==> src/adcsq_pkg.sv <==
// Constants and types shared by the converter sequencer
`default_nettype none
package adcsq_pkg;
	localparam logic [1:0] ADDR_CTRL0 = 2'h0;
	localparam logic [1:0] ADDR_CTRL3 = 2'h1;
	localparam logic [1:0] ADDR_CHSEL = 2'h2;
	localparam logic [1:0] ADDR_STAT = 2'h3;
	localparam int LOOP_BIT = 5;
	localparam int MULTI_BIT = 4;
	localparam int MODE_HI = 3;
	localparam int MODE_LO = 2;
	localparam int GO_BIT = 1;
	localparam int DEPTH_HI = 7;
	localparam int DEPTH_LO = 6;
	localparam int TRIG_HI = 4;
	localparam int TRIG_LO = 0;
	localparam int IRQ_BIT = 0;
	localparam int BUSY_BIT = 1;
	localparam int PTR_HI = 3;
	localparam int PTR_LO = 2;
	localparam int WCNT_HI = 5;
	localparam int WCNT_LO = 4;
	localparam int GA_LO = 0;
	localparam int GC_LO = 2;
	localparam int GB_LO = 4;
	localparam int GD_LO = 6;
	localparam logic [1:0] MODE_RST = 2'h0;
	localparam logic [1:0] DEPTH_RST = 2'h0;
	localparam logic [4:0] TRIG_RST = 5'h00;
	localparam logic [7:0] CHSEL_RST = 8'h00;
	localparam logic [1:0] PTR_RST = 2'h0;
	localparam logic [1:0] WCNT_RST = 2'h0;
	localparam logic [1:0] STEP_RST = 2'h0;
	localparam logic [1:0] SEQ_TWO_GROUP_MODE = 2'h0;
	localparam logic [1:0] SEQ_FOUR_GROUP_MODE = 2'h1;
	localparam logic [1:0] SIMUL_TWO_GROUP_MODE = 2'h2;
	localparam logic [1:0] SIMUL_FOUR_GROUP_MODE = 2'h3;
	localparam logic [1:0] DEPTH_EVERY = 2'h0;
	localparam logic [1:0] DEPTH_SECOND = 2'h1;
	localparam logic [1:0] DEPTH_FOURTH = 2'h2;
	localparam logic [1:0] LAST_SINGLE = 2'h0;
	localparam logic [1:0] LAST_TWO = 2'h1;
	localparam logic [1:0] LAST_FOUR = 2'h3;
	typedef enum logic [3:0] {
		ST_IDLE = 4'h1,
		ST_SAMPLE = 4'h2,
		ST_CONVERT = 4'h4,
		ST_WAIT = 4'h8
	} adcsq_state_type;
endpackage
`default_nettype wire

==> src/adcsq_trig_if.sv <==
// Trigger sources, enables and start request between core and detector
`timescale 1ns/1ps
`default_nettype none
interface adcsq_trig_if;
	logic [4:0] src;
	logic [4:0] enable;
	logic hit;
	modport core (output src, output enable, input hit);
	modport det (input src, input enable, output hit);
endinterface
`default_nettype wire

==> src/adcsq_trigger.sv <==
// Rising-edge detector and enable mask for the hardware trigger sources
`timescale 1ns/1ps
`default_nettype none

module adcsq_trigger
(
	input wire logic mclk_i,
	input wire logic arst_n_i,
	adcsq_trig_if.det trig
);

	logic [4:0] src_prev;
	logic hit;
	wire [4:0] src_rise = trig.src & ~src_prev;
	// An all-zero enable field masks every source
	wire next_hit = |(src_rise & trig.enable);

	always_ff @(posedge mclk_i or negedge arst_n_i)
	begin
		if (!arst_n_i)
		begin
			src_prev <= 5'h1F;
			hit <= 1'b0;
		end
		else
		begin
			src_prev <= trig.src;
			hit <= next_hit;
		end
	end

	assign trig.hit = hit;

endmodule // adcsq_trigger
`default_nettype wire

==> src/adcsq_top.sv <==
// Auto-conversion sequencer control for a 10-bit converter with two sample-and-holds
//
// Overview of operation
// Control-0 bit 5 loops, bit 4 picks multi-group, bits 3:2 pick sequence.
// Multi, mode 00: sample and convert group A, then group B.
// Multi, mode 01: sample and convert groups A, B, C, D in order.
// Multi, mode 10: sample A and B together, convert A then B.
// Multi, mode 11: as mode 10, then sample C and D together, convert C, D.
// Simultaneous modes capture on both sample-and-holds in the same cycle.
// Single mode converts one channel; mode 00..11 picks group A..D.
// Single mode takes the channel from that group's channel select field.
// Single-shot runs once, then clears go and sets the interrupt flag.
// Software gives four-group simultaneous single-shot a nonzero acquisition time.
// Loop select 1 repeats the configured sequence instead of stopping.
// In loop operation, software go or an enabled trigger starts conversion.
// In loop operation, the depth field at control-3 bits 7:6 drives the flag.
// Software gives simultaneous loop modes a nonzero acquisition time.
// Writing 1 to the go flag still starts a conversion.
// Five trigger sources: external pin, timer five, capture one, compare two, PWM.
// Control-3 bits 4:0 enable each source; any enabled one starts.
// An enabled trigger sets go by hardware; completion clears it.
// Trigger field 00000 disables all; bit 0 external pin up to bit 4 PWM.
// Depth 00 every write, 01 2nd and 4th, 10 4th, 11 none.
// Each sequence start resets the result read pointer to 00.
// A trigger during a running sequence is ignored.
`timescale 1ns/1ps
`default_nettype none

module adcsq_top
(
	input wire logic mclk_i,
	input wire logic arst_n_i,
	input wire logic [1:0] reg_addr_i,
	input wire logic [7:0] reg_wdata_i,
	input wire logic reg_wr_i,
	input wire logic reg_rd_i,
	output logic [7:0] reg_rdata_o,
	input wire logic external_interrupt_pin_i,
	input wire logic timer_five_i,
	input wire logic input_capture_one_i,
	input wire logic compare_unit_two_i,
	input wire logic pwm_rise_i,
	input wire logic conv_done_i,
	input wire logic result_read_i,
	output logic sh1_sample_o,
	output logic sh2_sample_o,
	output logic [1:0] sh1_chan_o,
	output logic [1:0] sh2_chan_o,
	output logic conv_start_o,
	output logic [1:0] conv_group_o,
	output logic buf_write_o,
	output logic [1:0] result_read_pointer_o,
	output logic conversion_irq_flag_o,
	output logic go_flag_o
);

	adcsq_pkg::adcsq_state_type state;
	adcsq_pkg::adcsq_state_type next_state;
	logic continuous_loop_sel;
	logic multi_channel_sel;
	logic [1:0] sequence_mode_sel;
	logic go_flag;
	logic [1:0] irq_depth_sel;
	logic [4:0] trigger_source_sel;
	logic [7:0] channel_select_reg;
	logic conversion_irq_flag;
	logic [1:0] result_read_pointer;
	logic [1:0] write_cnt;
	logic [1:0] step;
	logic [1:0] next_step;
	logic next_sh1_sample;
	logic next_sh2_sample;
	logic next_conv_start;
	logic next_buf_write;
	logic pass_end;
	logic [7:0] next_rdata;

	adcsq_trig_if trig ();

	// Bit order follows the enable field, bit 0 external pin to bit 4 PWM
	assign trig.src = {pwm_rise_i, compare_unit_two_i, input_capture_one_i,
		timer_five_i, external_interrupt_pin_i};
	assign trig.enable = trigger_source_sel;

	adcsq_trigger u_trigger
	(
		.mclk_i(mclk_i),
		.arst_n_i(arst_n_i),
		.trig(trig)
	);

	wire wr_ctrl0 = reg_wr_i & (reg_addr_i == adcsq_pkg::ADDR_CTRL0);
	wire wr_ctrl3 = reg_wr_i & (reg_addr_i == adcsq_pkg::ADDR_CTRL3);
	wire wr_chsel = reg_wr_i & (reg_addr_i == adcsq_pkg::ADDR_CHSEL);
	wire wr_stat = reg_wr_i & (reg_addr_i == adcsq_pkg::ADDR_STAT);
	wire sw_go_set = wr_ctrl0 & reg_wdata_i[adcsq_pkg::GO_BIT];
	wire sw_go_clr = wr_ctrl0 & ~reg_wdata_i[adcsq_pkg::GO_BIT];
	wire idle = (state == adcsq_pkg::ST_IDLE);

	// Starts are taken only while idle, so a trigger mid-sequence is dropped
	wire start = idle & (sw_go_set | trig.hit);

	wire simul = multi_channel_sel & sequence_mode_sel[1];
	wire [1:0] last_step = ~multi_channel_sel ? adcsq_pkg::LAST_SINGLE :
		(sequence_mode_sel == adcsq_pkg::SEQ_TWO_GROUP_MODE ||
		sequence_mode_sel == adcsq_pkg::SIMUL_TWO_GROUP_MODE) ?
		adcsq_pkg::LAST_TWO : adcsq_pkg::LAST_FOUR;
	wire at_last = (step == last_step);

	// Single mode: the mode field names the group; multi mode: the step does
	wire [1:0] group = multi_channel_sel ? step : sequence_mode_sel;

	// Simultaneous modes sample only on the first step of each pair
	wire sample_here = ~simul | ~step[0];
	wire use_sh1 = simul | ~group[0];
	wire use_sh2 = simul | group[0];

	// Groups A and C sit on the first hold, B and D on the second
	wire upper_pair = group[1];
	wire [1:0] chan_a = channel_select_reg[adcsq_pkg::GA_LO+1:adcsq_pkg::GA_LO];
	wire [1:0] chan_b = channel_select_reg[adcsq_pkg::GB_LO+1:adcsq_pkg::GB_LO];
	wire [1:0] chan_c = channel_select_reg[adcsq_pkg::GC_LO+1:adcsq_pkg::GC_LO];
	wire [1:0] chan_d = channel_select_reg[adcsq_pkg::GD_LO+1:adcsq_pkg::GD_LO];
	wire [1:0] next_sh1_chan = upper_pair ? chan_c : chan_a;
	wire [1:0] next_sh2_chan = upper_pair ? chan_d : chan_b;

	// Interrupt depth compares against the write number about to land
	wire depth_hit = (irq_depth_sel == adcsq_pkg::DEPTH_EVERY) |
		((irq_depth_sel == adcsq_pkg::DEPTH_SECOND) & write_cnt[0]) |
		((irq_depth_sel == adcsq_pkg::DEPTH_FOURTH) & (&write_cnt));

	wire loop_irq = continuous_loop_sel & next_buf_write & depth_hit;
	wire shot_end = pass_end & ~continuous_loop_sel;
	wire stop_now = pass_end & (~continuous_loop_sel | ~go_flag | sw_go_clr);
	wire irq_set = shot_end | loop_irq;
	wire irq_clr = wr_stat & reg_wdata_i[adcsq_pkg::IRQ_BIT];

	always_comb
	begin
		next_state = state;
		next_step = step;
		next_sh1_sample = 1'b0;
		next_sh2_sample = 1'b0;
		next_conv_start = 1'b0;
		next_buf_write = 1'b0;
		pass_end = 1'b0;
		case (state)
			adcsq_pkg::ST_IDLE:
			begin
				if (start)
				begin
					next_state = adcsq_pkg::ST_SAMPLE;
					next_step = adcsq_pkg::STEP_RST;
				end
			end
			adcsq_pkg::ST_SAMPLE:
			begin
				next_sh1_sample = sample_here & use_sh1;
				next_sh2_sample = sample_here & use_sh2;
				next_state = adcsq_pkg::ST_CONVERT;
			end
			adcsq_pkg::ST_CONVERT:
			begin
				next_conv_start = 1'b1;
				next_state = adcsq_pkg::ST_WAIT;
			end
			adcsq_pkg::ST_WAIT:
			begin
				if (conv_done_i)
				begin
					next_buf_write = 1'b1;
					if (!at_last)
					begin
						next_step = step + 2'h1;
						next_state = adcsq_pkg::ST_SAMPLE;
					end
					else
					begin
						pass_end = 1'b1;
						next_step = adcsq_pkg::STEP_RST;
						// Loop keeps running until software drops go
						next_state = stop_now ? adcsq_pkg::ST_IDLE : adcsq_pkg::ST_SAMPLE;
					end
				end
			end
			default:
			begin
				next_state = adcsq_pkg::ST_IDLE;
				next_step = adcsq_pkg::STEP_RST;
			end
		endcase
	end

	// A start outranks the hardware clear, which outranks a software clear
	wire next_go = start ? 1'b1 :
		(pass_end & stop_now) ? 1'b0 :
		sw_go_clr ? 1'b0 : go_flag;

	// The set wins when software clears in the same cycle
	wire next_irq = irq_set | (conversion_irq_flag & ~irq_clr);

	wire [1:0] next_ptr = start ? adcsq_pkg::PTR_RST :
		result_read_i ? result_read_pointer + 2'h1 : result_read_pointer;

	wire [1:0] next_wcnt = start ? adcsq_pkg::WCNT_RST :
		next_buf_write ? write_cnt + 2'h1 : write_cnt;

	always_comb
	begin
		next_rdata = 8'h00;
		if (!reg_rd_i)
		begin
			next_rdata = 8'h00;
		end
		else if (reg_addr_i == adcsq_pkg::ADDR_CTRL0)
		begin
			next_rdata[adcsq_pkg::LOOP_BIT] = continuous_loop_sel;
			next_rdata[adcsq_pkg::MULTI_BIT] = multi_channel_sel;
			next_rdata[adcsq_pkg::MODE_HI:adcsq_pkg::MODE_LO] = sequence_mode_sel;
			next_rdata[adcsq_pkg::GO_BIT] = go_flag;
		end
		else if (reg_addr_i == adcsq_pkg::ADDR_CTRL3)
		begin
			next_rdata[adcsq_pkg::DEPTH_HI:adcsq_pkg::DEPTH_LO] = irq_depth_sel;
			next_rdata[adcsq_pkg::TRIG_HI:adcsq_pkg::TRIG_LO] = trigger_source_sel;
		end
		else if (reg_addr_i == adcsq_pkg::ADDR_CHSEL)
		begin
			next_rdata = channel_select_reg;
		end
		else
		begin
			next_rdata[adcsq_pkg::IRQ_BIT] = conversion_irq_flag;
			next_rdata[adcsq_pkg::BUSY_BIT] = ~idle;
			next_rdata[adcsq_pkg::PTR_HI:adcsq_pkg::PTR_LO] = result_read_pointer;
			next_rdata[adcsq_pkg::WCNT_HI:adcsq_pkg::WCNT_LO] = write_cnt;
		end
	end

	// Mode bits change freely; software should hold them while a sequence runs
	always_ff @(posedge mclk_i or negedge arst_n_i)
	begin
		if (!arst_n_i)
		begin
			continuous_loop_sel <= 1'b0;
			multi_channel_sel <= 1'b0;
			sequence_mode_sel <= adcsq_pkg::MODE_RST;
		end
		else if (wr_ctrl0)
		begin
			continuous_loop_sel <= reg_wdata_i[adcsq_pkg::LOOP_BIT];
			multi_channel_sel <= reg_wdata_i[adcsq_pkg::MULTI_BIT];
			sequence_mode_sel <= reg_wdata_i[adcsq_pkg::MODE_HI:adcsq_pkg::MODE_LO];
		end
	end

	always_ff @(posedge mclk_i or negedge arst_n_i)
	begin
		if (!arst_n_i)
		begin
			irq_depth_sel <= adcsq_pkg::DEPTH_RST;
			trigger_source_sel <= adcsq_pkg::TRIG_RST;
		end
		else if (wr_ctrl3)
		begin
			irq_depth_sel <= reg_wdata_i[adcsq_pkg::DEPTH_HI:adcsq_pkg::DEPTH_LO];
			trigger_source_sel <= reg_wdata_i[adcsq_pkg::TRIG_HI:adcsq_pkg::TRIG_LO];
		end
	end

	always_ff @(posedge mclk_i or negedge arst_n_i)
	begin
		if (!arst_n_i)
		begin
			channel_select_reg <= adcsq_pkg::CHSEL_RST;
		end
		else if (wr_chsel)
		begin
			channel_select_reg <= reg_wdata_i;
		end
	end

	always_ff @(posedge mclk_i or negedge arst_n_i)
	begin
		if (!arst_n_i)
		begin
			state <= adcsq_pkg::ST_IDLE;
			step <= adcsq_pkg::STEP_RST;
			go_flag <= 1'b0;
		end
		else
		begin
			state <= next_state;
			step <= next_step;
			go_flag <= next_go;
		end
	end

	always_ff @(posedge mclk_i or negedge arst_n_i)
	begin
		if (!arst_n_i)
		begin
			conversion_irq_flag <= 1'b0;
			result_read_pointer <= adcsq_pkg::PTR_RST;
			write_cnt <= adcsq_pkg::WCNT_RST;
		end
		else
		begin
			conversion_irq_flag <= next_irq;
			result_read_pointer <= next_ptr;
			write_cnt <= next_wcnt;
		end
	end

	// Channel outputs only move on a sample so a held value is never disturbed
	always_ff @(posedge mclk_i or negedge arst_n_i)
	begin
		if (!arst_n_i)
		begin
			sh1_chan_o <= 2'h0;
			sh2_chan_o <= 2'h0;
		end
		else
		begin
			if (next_sh1_sample)
			begin
				sh1_chan_o <= next_sh1_chan;
			end
			if (next_sh2_sample)
			begin
				sh2_chan_o <= next_sh2_chan;
			end
		end
	end

	always_ff @(posedge mclk_i or negedge arst_n_i)
	begin
		if (!arst_n_i)
		begin
			sh1_sample_o <= 1'b0;
			sh2_sample_o <= 1'b0;
			conv_start_o <= 1'b0;
			conv_group_o <= 2'h0;
			buf_write_o <= 1'b0;
		end
		else
		begin
			sh1_sample_o <= next_sh1_sample;
			sh2_sample_o <= next_sh2_sample;
			conv_start_o <= next_conv_start;
			if (next_conv_start)
			begin
				conv_group_o <= group;
			end
			buf_write_o <= next_buf_write;
		end
	end

	always_ff @(posedge mclk_i or negedge arst_n_i)
	begin
		if (!arst_n_i)
		begin
			reg_rdata_o <= 8'h00;
			result_read_pointer_o <= adcsq_pkg::PTR_RST;
			conversion_irq_flag_o <= 1'b0;
			go_flag_o <= 1'b0;
		end
		else
		begin
			reg_rdata_o <= next_rdata;
			result_read_pointer_o <= next_ptr;
			conversion_irq_flag_o <= next_irq;
			go_flag_o <= next_go;
		end
	end

endmodule // adcsq_top
`default_nettype wire

==> config.mk <==
export PLATFORM = sky130hd
export DESIGN_NAME = adcsq_top
export DESIGN_NICKNAME = d
export VERILOG_FILES = /design/src/adcsq_pkg.sv /design/src/adcsq_trig_if.sv /design/src/adcsq_trigger.sv /design/src/adcsq_top.sv
export SDC_FILE = /design/constraint.sdc
export NUM_CORES = 1
export LEC_CHECK = 0
export BUFFER_PORTS_ARGS = -buffer_cell sky130_fd_sc_hd__buf_2
export CORE_MARGIN = 2
export CORE_UTILIZATION = 45
export CTS_BUF_LIST = sky130_fd_sc_hd__clkbuf_16
export DETAILED_ROUTE_END_ITERATION = 10
export PLACE_DENSITY = 0.68
export SLEW_MARGIN = 20
export SYNTH_ARGS = -nofsm -noshare
export SYNTH_HDL_FRONTEND = slang
export SYNTH_SLANG_ARGS = --single-unit
==> constraint.sdc <==
create_clock -name mclk_i -period 2.8 [get_ports mclk_i]
set_clock_uncertainty 0.1 [all_clocks]
set_input_delay 0.28 -clock mclk_i [delete_from_list [all_inputs] [get_ports mclk_i]]
set_output_delay 0.28 -clock mclk_i [all_outputs]
set_load 0.02 [all_outputs]
==> results of run 1 <==
==> cell families (layout without fill, tap and decap cells) <==
| logic type | after synthesis | count (layout) | share of synthesized area (%) |
|---|---|---|---|
| compound gates | 28 | 28 | 8.200 |
| fa+ha+maj | 1 | 1 | 0.5156 |
| flops | 55 | 55 | 57.04 |
| xor+xnor | 6 | 6 | 2.166 |
| simple gates | 50 | 50 | 12.22 |
| mux | 35 | 35 | 17.95 |
| buf+inv | 11 | 65 | 1.908 |
==> layer usage <==
| metal | wire (um) | vias to the layer above |
|---|---|---|
| met1 | 2259 | 812 |
| met3 | 263 | 7 |
| met4 | 57 | 0 |
| li1 | - | 778 |
| met2 | 2408 | 50 |
| met5 | 0 | - |
==> power breakdown <==
group	total (mW)	switching [mW]	internal (mW)	leakage, nW
logic	0.646	0.342	0.304	0.625
registers	1.12	0.156	0.962	0.682
clock network	0.608	0.276	0.332	0.0716
total	2.37	0.775	1.60	1.38
==> final timing paths <==
check                          startpoint                    end  depth (start not counted)
min in group asynchronous        arst_n_i        conv_group_o[0]                          2
setup reg to reg                 state[0]         reg_rdata_o[1]                          4
hold reg to reg             sh2_chan_o[1]          sh2_chan_o[1]                          1
max in group asynchronous        arst_n_i  u_trigger.src_prev[2]                          3
setup / recovery                 state[0]         reg_rdata_o[1]                          4
hold / removal             reg_wdata_i[6]       irq_depth_sel[0]                          2
==> worst reg2reg max path, cell delays in order, from the launching register on <==
cell and delay, ns:
dfstp_2 0.61, nand2b_1 0.11, or3_1 0.36, mux4_1 0.51, and2_1 0.18
==> per-stage QoR <==
step / util, % / std cells
6_report: 56.89 / 310
5_1_grt: 56.89 / 310
4_1_cts: 56.89 / 310
3_5_place_dp: 52.90 / 296
3_3_place_gp: 52.90 / 296
2_1_floorplan: - / 186
==> area by class of cell <==
| type | instances | share of cell area [%] |
|---|---|---|
| clock inverter | 3 | 0.6846 |
| multi-input combinational | 120 | 34.06 |
| timing repair buffer | 50 | 9.756 |
| sequential | 55 | 47.33 |
| inverter | 7 | 0.8986 |
| clock buffer | 5 | 4.279 |
| tap | 70 | 2.995 |
==> repair_timing <==
item                      CTS  global route
hold buffers                6             0
buffers inserted            0             0
hold endpoints to repair   29             0
==> layout by cell type, fill, tap and decap left out, types with 3 or more instances in the layout <==
cell            n
clkbuf_16       5
a21oi_1         4
inv_1           8
nor2_1          6
a22oi_1         3
and2_1          5
nand2b_1        5
mux2i_1         6
mux4_2          3
nand2_1        11
buf_2          42
nor2b_1         6
o21ai_0         4
nand3b_1        4
mux2_2         25
a31oi_1         3
nor3_1          3
nand3_1         3
dfrtp_1        49
dlygate4sd3_1   6
dfstp_2         6
xnor2_1         5
==> metrics.md, run 1 <==
| Metric | Value |
|---|---|
| Post-route ant nets | `0` |
| Synthesized area | `2426 um^2` |
| RSZ-0062 raised after global routing | `false` |
| Top post-synthesis cells by count | `dfrtp_1 (49), mux2_2 (25), nand2_1 (11), inv_1 (7)` |
| DR iter-0 viols | `91` |
| Number of synthesized flops with an enable pin | `0` |
| Crit-path max FO | `6` |
| Design Area, Final | `2924 um^2` |
| Height of the chip | `77.43 um` |
| Worst-Skew Late Latency | `0.29 ns` |
| Max Slew Vio Count | `0` |
| Final period util | `70.82%` |
| Post-synth ARST share | `100.0%` |
| Post-place setup slack | `0.8234 ns` |
| First-pass GRT wire length | `8.307 mm` |
| Vias in the first global route | `1657` |
| R2r setup slk | `0.82 ns` |
| Most frequent cell after synthesis | `dfrtp_1` |
| Max Cap Violations | `0` |
| Fmax | `0.5043 GHz` |
| IO buf count | `42` |
| Detailed-route wire length per cell | `16.09 um` |
| Pwr Total | `2.372 mW` |
| First-pass iteration count of the detailed router | `4` |
| Main flop type after synthesis | `dfrtp_1` |
| Drt drc | `0` |
| Slew @ Worst Pin | `0.6385 ns` |
| Leak | `1.379 nW` |
| Layout cells sized above 1 | `36.25%` |
| Initial antenna violation count | `0` |
| Top cells by area, synth | `dfrtp_1 (51%), mux2_2 (12%), dfstp_2 (6.5%)` |
| Area grow syn2layout | `20.53%` |
| Data arrival, critical path | `2.07 ns` |
| Final wirelength | `4.989 mm` |
| WS Path Type | `reg2reg` |
| GPL Wtd Cong | `0.8359` |
| Kind of cell adding the most delay to the critical path | `simple AND/OR/NAND/NOR gates` |
| Initial core utilization | `47.20%` |
| Clock root buffer | `clkbuf_16` |
| Setup crit end kind | `flop` |
| Htree depth | `2` |
| Top Usage Layer GRT | `met2` |
| Mapped Cells | `186` |
| Dpl hpwl | `3.783 mm` |
| Resized cells post-CTS | `0` |
| Synth top area share | `50.54%` |
| Startpoint types | `flop` |
| Clock sinks | `55` |
| Worst slew margin | `57.11%` |
| Final hold slack | `0.1449 ns` |
| Final worst slack | `0.8171 ns` |
| Multi-input logic area | `996.0 um^2` |
| Mapped Nets | `208` |
| Grt met2 use | `28.70%` |
| Fill count | `451` |
| Slowest CP cell | `dfstp_2` |
| Outcome | `complete, no violations` |
| Met1 Resource Use GR | `24.98%` |
| Via density | `5.313` |
| Max VDD drop | `460.2 uV` |
| Worst Hold Class | `in2reg` |
| Cell taking the most area after synthesis | `dfrtp_1` |
| Synth cell types | `40` |
| Nets | `261` |
| Area of the core | `5140 um^2` |
| Critical path, cell by cell | `nand2b_1, or3_1, mux4_1, and2_1` |
| Largest net degree at the start of global routing | `31` |
| Crit path largest cell delay | `0.61 ns` |
| Total Neg Setup Slack | `0 ns` |
| Register area | `1384 um^2` |
| Die Area | `5995 um^2` |
| Gr ovfl total | `0` |
| Number of diodes | `0` |
| YS warnings | `0` |
| Routed via count | `1647` |
| I/O pins | `43` |
| CP bufs+invs | `0` |
| All-layer global routing usage | `17.98%` |
| Met3 Resource Use GR | `3.721%` |
| Final hold vios | `0` |
| Seq cells post-synth | `55` |
| Seq/Total Area, Yosys | `57.04%` |
| Row cnt | `26` |
| DIE WIDTH | `77.43 um` |
| Post-route minimum period | `1.983 ns` |
| P per Cell Area | `811.2 nW/um^2` |
| CTS Buf Count | `5` |
| CTS clk-pin slew, worst paths | `0.07 ns` |
| Maximum clock insertion buffer count | `2` |
| Critical Path RT | `2.88 ns` |
| Placed Area | `2719 um^2` |
| Syn_area_per_cell | `13.04 um^2` |
| Final setup violation count | `0` |
| CTS tree | `yes` |
No activity file was read; power rests on OpenSTA's default activity.
==> inputs of run 2 (changes only) <==
==> constraint.sdc (replaced) <==
create_clock -name mclk_i -period 1.9 [get_ports mclk_i]
set_clock_uncertainty 0.1 [all_clocks]
set_input_delay 0.19 -clock mclk_i [delete_from_list [all_inputs] [get_ports mclk_i]]
set_output_delay 0.19 -clock mclk_i [all_outputs]
set_load 0.02 [all_outputs]
==> run 2 against run 1 <==
Net effect:
- critical path type unchanged
- largest cell class unchanged
- sequential share of layout area shrank 2.0 points
- cell count grew 3.9%
- largest power group unchanged
- sequential power rose by 45%
- wire length rose by 4.2%
- flip-flop and latch count stayed put
- first-iteration DRC count down 14%
==> metrics.md, run 2 (synthesis gave the netlist of run 1 again) <==
| Metric | Value |
|---|---|
| CTS tree | `yes` |
| Drt drc | `0` |
| CTS Buf Count | `5` |
| Worst slew margin | `59.30%` |
| Dpl hpwl | `3.765 mm` |
| Final wirelength | `5.197 mm` |
| Multi-input logic area | `1002 um^2` |
| Final period util | `96.31%` |
| Total Neg Setup Slack | `0 ns` |
| Data arrival, critical path | `1.91 ns` |
| FF-to-FF path depth | `4` |
| Design Area, Final | `3055 um^2` |
| IO buf count | `42` |
| Area grow syn2layout | `25.94%` |
| Largest net degree at the start of global routing | `40` |
| Routed via count | `1692` |
| Crit-path max FO | `5` |
| Crit Reg-Reg Startpoint | `state[0]` |
| Row cnt | `26` |
| Critical Path RT | `1.98 ns` |
| Register area | `1384 um^2` |
| Area of the core | `5140 um^2` |
| DR iter-0 viols | `78` |
| Worst-Skew Late Latency | `0.29 ns` |
| P per Cell Area | `1221 nW/um^2` |
| Initial core utilization | `47.20%` |
| Hold Crit Depth | `2` |
| Worst Hold Class | `in2reg` |
| Post-route minimum period | `1.830 ns` |
| Dpl cells | `306` |
| Max VDD drop | `800.4 uV` |
| Hold path startpoint | `reg_wdata_i[6]` |
| Post-route ant nets | `0` |
| Max Slew Vio Count | `0` |
| Leak | `1.458 nW` |
| Nets | `273` |
| Vias in the first global route | `1760` |
| Height of the chip | `77.43 um` |
| Outcome | `complete, no violations` |
| First-pass iteration count of the detailed router | `4` |
| Max Cap Violations | `0` |
| Most common cell after layout, fill and taps aside | `dfrtp_1` |
| Fill count | `469` |
| Clock sinks | `55` |
| Setup crit end kind | `flop` |
| R2r setup slk | `0.07 ns` |
| Crit path largest cell delay | `0.57 ns` |
| Final hold vios | `0` |
| WS Path Type | `reg2reg` |
| RSZ-0062 raised after global routing | `false` |
| Final setup violation count | `0` |
| Slowest CP cell | `dfstp_2` |
| Slew @ Worst Pin | `0.6058 ns` |
| Maximum clock insertion buffer count | `2` |
| Critical path, cell by cell | `nand2b_1, or3_1, mux4_1, and2_1` |
| Fmax | `0.5465 GHz` |
| Gr ovfl total | `0` |
| Startpoint types | `flop` |
| Via density | `5.255` |
| Most frequent cells in the layout | `dfrtp_1 (49), buf_2 (42), mux2_2 (25)` |
| Clock root buffer | `clkbuf_16` |
| Htree depth | `2` |
| First-pass GRT wire length | `8.728 mm` |
| Final hold slack | `0.04207 ns` |
| Non-Filler Instances | `322` |
| Layout cells sized above 1 | `39.68%` |
| Number of diodes | `0` |
| Placed Area | `2806 um^2` |
| Die Area | `5995 um^2` |
| I/O pins | `43` |
| Capturing point of the worst reg2reg path | `reg_rdata_o[1]` |
| Initial antenna violation count | `0` |
| All-layer global routing usage | `18.66%` |
| DIE WIDTH | `77.43 um` |
| Worst Hold End | `channel_select_reg[6]` |
| CTS clk-pin slew, worst paths | `0.07 ns` |
| Detailed-route wire length per cell | `16.14 um` |
| GPL Wtd Cong | `0.7837` |
## run 2: cell count changes in the layout (fill, tap and decap cells not counted)
| cell | before | now |
|---|---|---|
| clkinvlp_4 | 1 | 0 |
| a311oi_2 | 0 | 1 |
| bufinv_16 | 0 | 1 |
| buf_4 | 2 | 13 |
| a311oi_1 | 1 | 0 |
| buf_12 | 0 | 1 |
## run 2: per-stage QoR
| stage | power, mW | worst slack [ns] | utilization [%] |
|---|---|---|---|
| 3_3_place_gp | 2.646 | 0.07150 | 54.60 |
| 3_5_place_dp | 2.680 | 0.03887 | 54.60 |
| 2_1_floorplan | 2.273 | 0.04718 | - |
| 5_1_grt | 3.942 | 0.01118 | 59.45 |
| 4_1_cts | 3.731 | 0.02459 | 59.03 |
| 6_report | 3.732 | 0.07015 | 59.45 |
## run 2: final cells by class
cell class	count	area share [%]
Clock buffer	5	4.095
Timing Repair Buffer	62	12.69
Clock inverter	3	1.392
Sequential cell	55	45.29
Tap cell	70	2.867
Inverter	7	0.8600
Multi-Input combinational cell	120	32.80
## run 2: worst max-delay path: cells and delay by family, from the launching register on
| family | cells | cell delay, ns |
|---|---|---|
| AND/OR/NAND/NOR | 3 | 0.59 |
| flip-flops | 1 | 0.57 |
| multiplexers | 1 | 0.47 |
## run 2: where the power goes
group / switching, mW / internal, mW
Clock: 0.402 / 0.622
Combinational: 0.562 / 0.529
Sequential: 0.199 / 1.42
## run 2: repair_timing
action | 4_1_cts | 5_1_grt
endpoints found under the setup margin | 0 | 2
buffers inserted | 0 | 2
endpoints found under the hold margin | 20 | 0
hold buffers | 6 | 0
resized for setup | 0 | 1
## run 2: worst max-delay path by stage
stage,to,startpoint,slack [ns]
2_1_floorplan,step[0],state[2],0.05
3_3_place_gp,reg_rdata_o[1],state[0],0.07
3_5_place_dp,reg_rdata_o[1],state[0],0.04
4_1_cts,step[0],state[2],0.02
5_1_grt,reg_rdata_o[1],state[0],0.01
6_report,reg_rdata_o[1],state[0],0.07
## run 2: metal layers
layer	track usage (%)	share of wire, %
met1	25.19	45
met2	31.04	50
met3	3.372	4.1
met4	5.357	0.96
met5	0	0
==> inputs of run 3 (changes only) <==
--- a/config.mk
+++ b/config.mk
@@ -6,10 +6,11 @@
 export NUM_CORES = 1
 export LEC_CHECK = 0
 export BUFFER_PORTS_ARGS = -buffer_cell sky130_fd_sc_hd__buf_2
-export CORE_MARGIN = 2
+export CORE_MARGIN = 5
 export CORE_UTILIZATION = 45
 export CTS_BUF_LIST = sky130_fd_sc_hd__clkbuf_16
 export DETAILED_ROUTE_END_ITERATION = 10
+export GPL_TIMING_DRIVEN = 0
 export PLACE_DENSITY = 0.68
 export SLEW_MARGIN = 20
 export SYNTH_ARGS = -nofsm -noshare
==> run 3 against run 2 <==
Net effect:
- worst hold slack better by 0.0014 ns
- cell count is 0.62% lower
- die area increased by 16%
- combinational power grew 5%
- clock power down 15%
- count of clock-buffer cells in the layout unchanged
- design area shrank 0.86%
- setup slack lost 0.068 ns
- power decreased by 2.8%
- sequential power about the same
- fmax decreased by 3.6%
- largest power group unchanged
==> metrics.md, run 3 (synthesis gave the netlist of run 1 again) <==
| Metric | Value |
|---|---|
| Outcome | `complete, no violations` |
| Startpoint types | `flop` |
| Kind of cell adding the most delay to the critical path | `compound AO/OA/AOI/OAI gates` |
| Max Slew Vio Count | `0` |
| Max VDD drop | `629.4 uV` |
| Final hold vios | `0` |
| Clock root buffer | `clkbuf_16` |
| Gr ovfl total | `0` |
| GPL Wtd Cong | `0.7767` |
| Pwr Total | `3.628 mW` |
| Grt met2 use | `25.58%` |
| CP bufs+invs | `0` |
| Post-route minimum period | `1.898 ns` |
| Nets | `271` |
| Clock sinks | `55` |
| Height of the chip | `83.43 um` |
| Crit-path max FO | `8` |
| Final wirelength | `5.244 mm` |
| Slowest CP cell | `dfrtp_2` |
| IO buf count | `42` |
| Max Cap Violations | `0` |
| Row cnt | `26` |
| Most common cell after layout, fill and taps aside | `dfrtp_1` |
| Maximum clock insertion buffer count | `2` |
| Post-route ant nets | `0` |
| Initial core utilization | `46.90%` |
| Fmax | `0.5269 GHz` |
| I/O pins | `43` |
| Detailed-route wire length per cell | `16.39 um` |
| Critical Path RT | `1.98 ns` |
| Layout cells sized above 1 | `40.80%` |
| CTS clk-pin slew, worst paths | `0.07 ns` |
| Worst Hold Class | `in2reg` |
| Initial antenna violation count | `0` |
| CTS Buf Count | `5` |
| Number of diodes | `0` |
| Worst-Skew Late Latency | `0.29 ns` |
| Critical path, cell by cell | `or3b_1, a311oi_2, a21o_1, mux2_4` |
| Dpl hpwl | `3.768 mm` |
| Met3 Resource Use GR | `4.059%` |
| Area of the core | `5172 um^2` |
| Leak | `1.426 nW` |
| WS Path Type | `reg2reg` |
| Area grow syn2layout | `24.86%` |
| First-pass iteration count of the detailed router | `4` |
| RSZ-0062 raised after global routing | `true` |
| Die Area | `6960 um^2` |
| CTS tree | `yes` |
| First-pass GRT wire length | `9.025 mm` |
| DR iter-0 viols | `89` |
| P per Cell Area | `1198 nW/um^2` |
| Setup crit end kind | `flop` |
| Worst slew margin | `55.33%` |
| Most frequent cells in the layout | `dfrtp_1 (46), buf_2 (44), mux2_2 (24)` |
| Final period util | `99.89%` |
| Met1 Resource Use GR | `22.53%` |
| DIE WIDTH | `83.43 um` |
| All-layer global routing usage | `16.33%` |
| Crit path largest cell delay | `0.47 ns` |
| Htree depth | `2` |
| Largest net degree at the start of global routing | `56` |
| Final setup violation count | `0` |
| Drt drc | `0` |
| Vias in the first global route | `1742` |
| Slew @ Worst Pin | `0.6701 ns` |
| Data arrival, critical path | `1.98 ns` |
| Via density | `5.269` |
| Top Usage Layer GRT | `met2` |
| Final hold slack | `0.04349 ns` |
| Total Neg Setup Slack | `0 ns` |
| Routed via count | `1686` |
run 3: cell types whose count changed in the layout (fill, tap and decap cells not counted), sizes merged:
cell / change
buf: -2
bufinv: -1
clkinv: +2
inv: -1
run 3: area by class of cell:
type,instances,area (um^2)
well taps,70,87.58
clock inverters,3,11.26
inverters,7,26.28
repair buffers,57,340.3
clock buffers,5,125.1
fillers,433,2143
flip-flops and latches,55,1388
multi-input cells,120,1036
plain buffers,3,15.01
run 3: worst paths after layout:
path	startpoint	endpoint	slack, ns	cells after the start
min reg2reg	sh1_chan_o[1]	sh1_chan_o[1]	0.39	2
max	state[2]	step[0]	0.002	4
max reg2reg	state[2]	step[0]	0.002	4
min	reg_wdata_i[5]	channel_select_reg[5]	0.04	2
max in group asynchronous	arst_n_i	state[1]	0.83	2
min in group asynchronous	arst_n_i	conv_group_o[0]	0.37	2
run 3: per-layer routing:
layer	vias up	part of all wire, %	wire length [um]
li1	799	-	-
met1	835	44	2328
met2	45	49	2556
met3	7	5.5	286
met4	0	1.4	72
met5	-	0	0
run 3: stage by stage:
step                      instances  worst slack (ns)  util, %  instance area, um^2
after floorplan                 186           0.04718        -                 2426
final                           320          0.002072    58.56                 3029
after global routing            320          -0.02906    58.56                 3029
after CTS                       316          0.001326    57.64                 2982
after detailed placement        298           -0.1475    52.71                 2726
after global placement          298           -0.1513    52.66                 2724
run 3: timing repair:
action	in CTS	in global routing
setup buffers	5	4
setup endpoints to repair	4	3
pin swaps	1	2
endpoints found under the hold margin	54	0
gates resized for setup	5	5
cloned	0	0
hold buffers	6	0
run 3: power by group:
part / switching [mW] / internal [mW] / total (mW)
logic: 0.576 / 0.560 / 1.14
clock network: 0.387 / 0.475 / 0.862
registers: 0.208 / 1.42 / 1.63
total: 1.17 / 2.46 / 3.63
run 3: worst register-to-register path: stages (launching register included):
cell and delay (ns):
dfrtp_2 0.47, or3b_1 0.38, a311oi_2 0.35, a21o_1 0.18
mux2_4 0.31
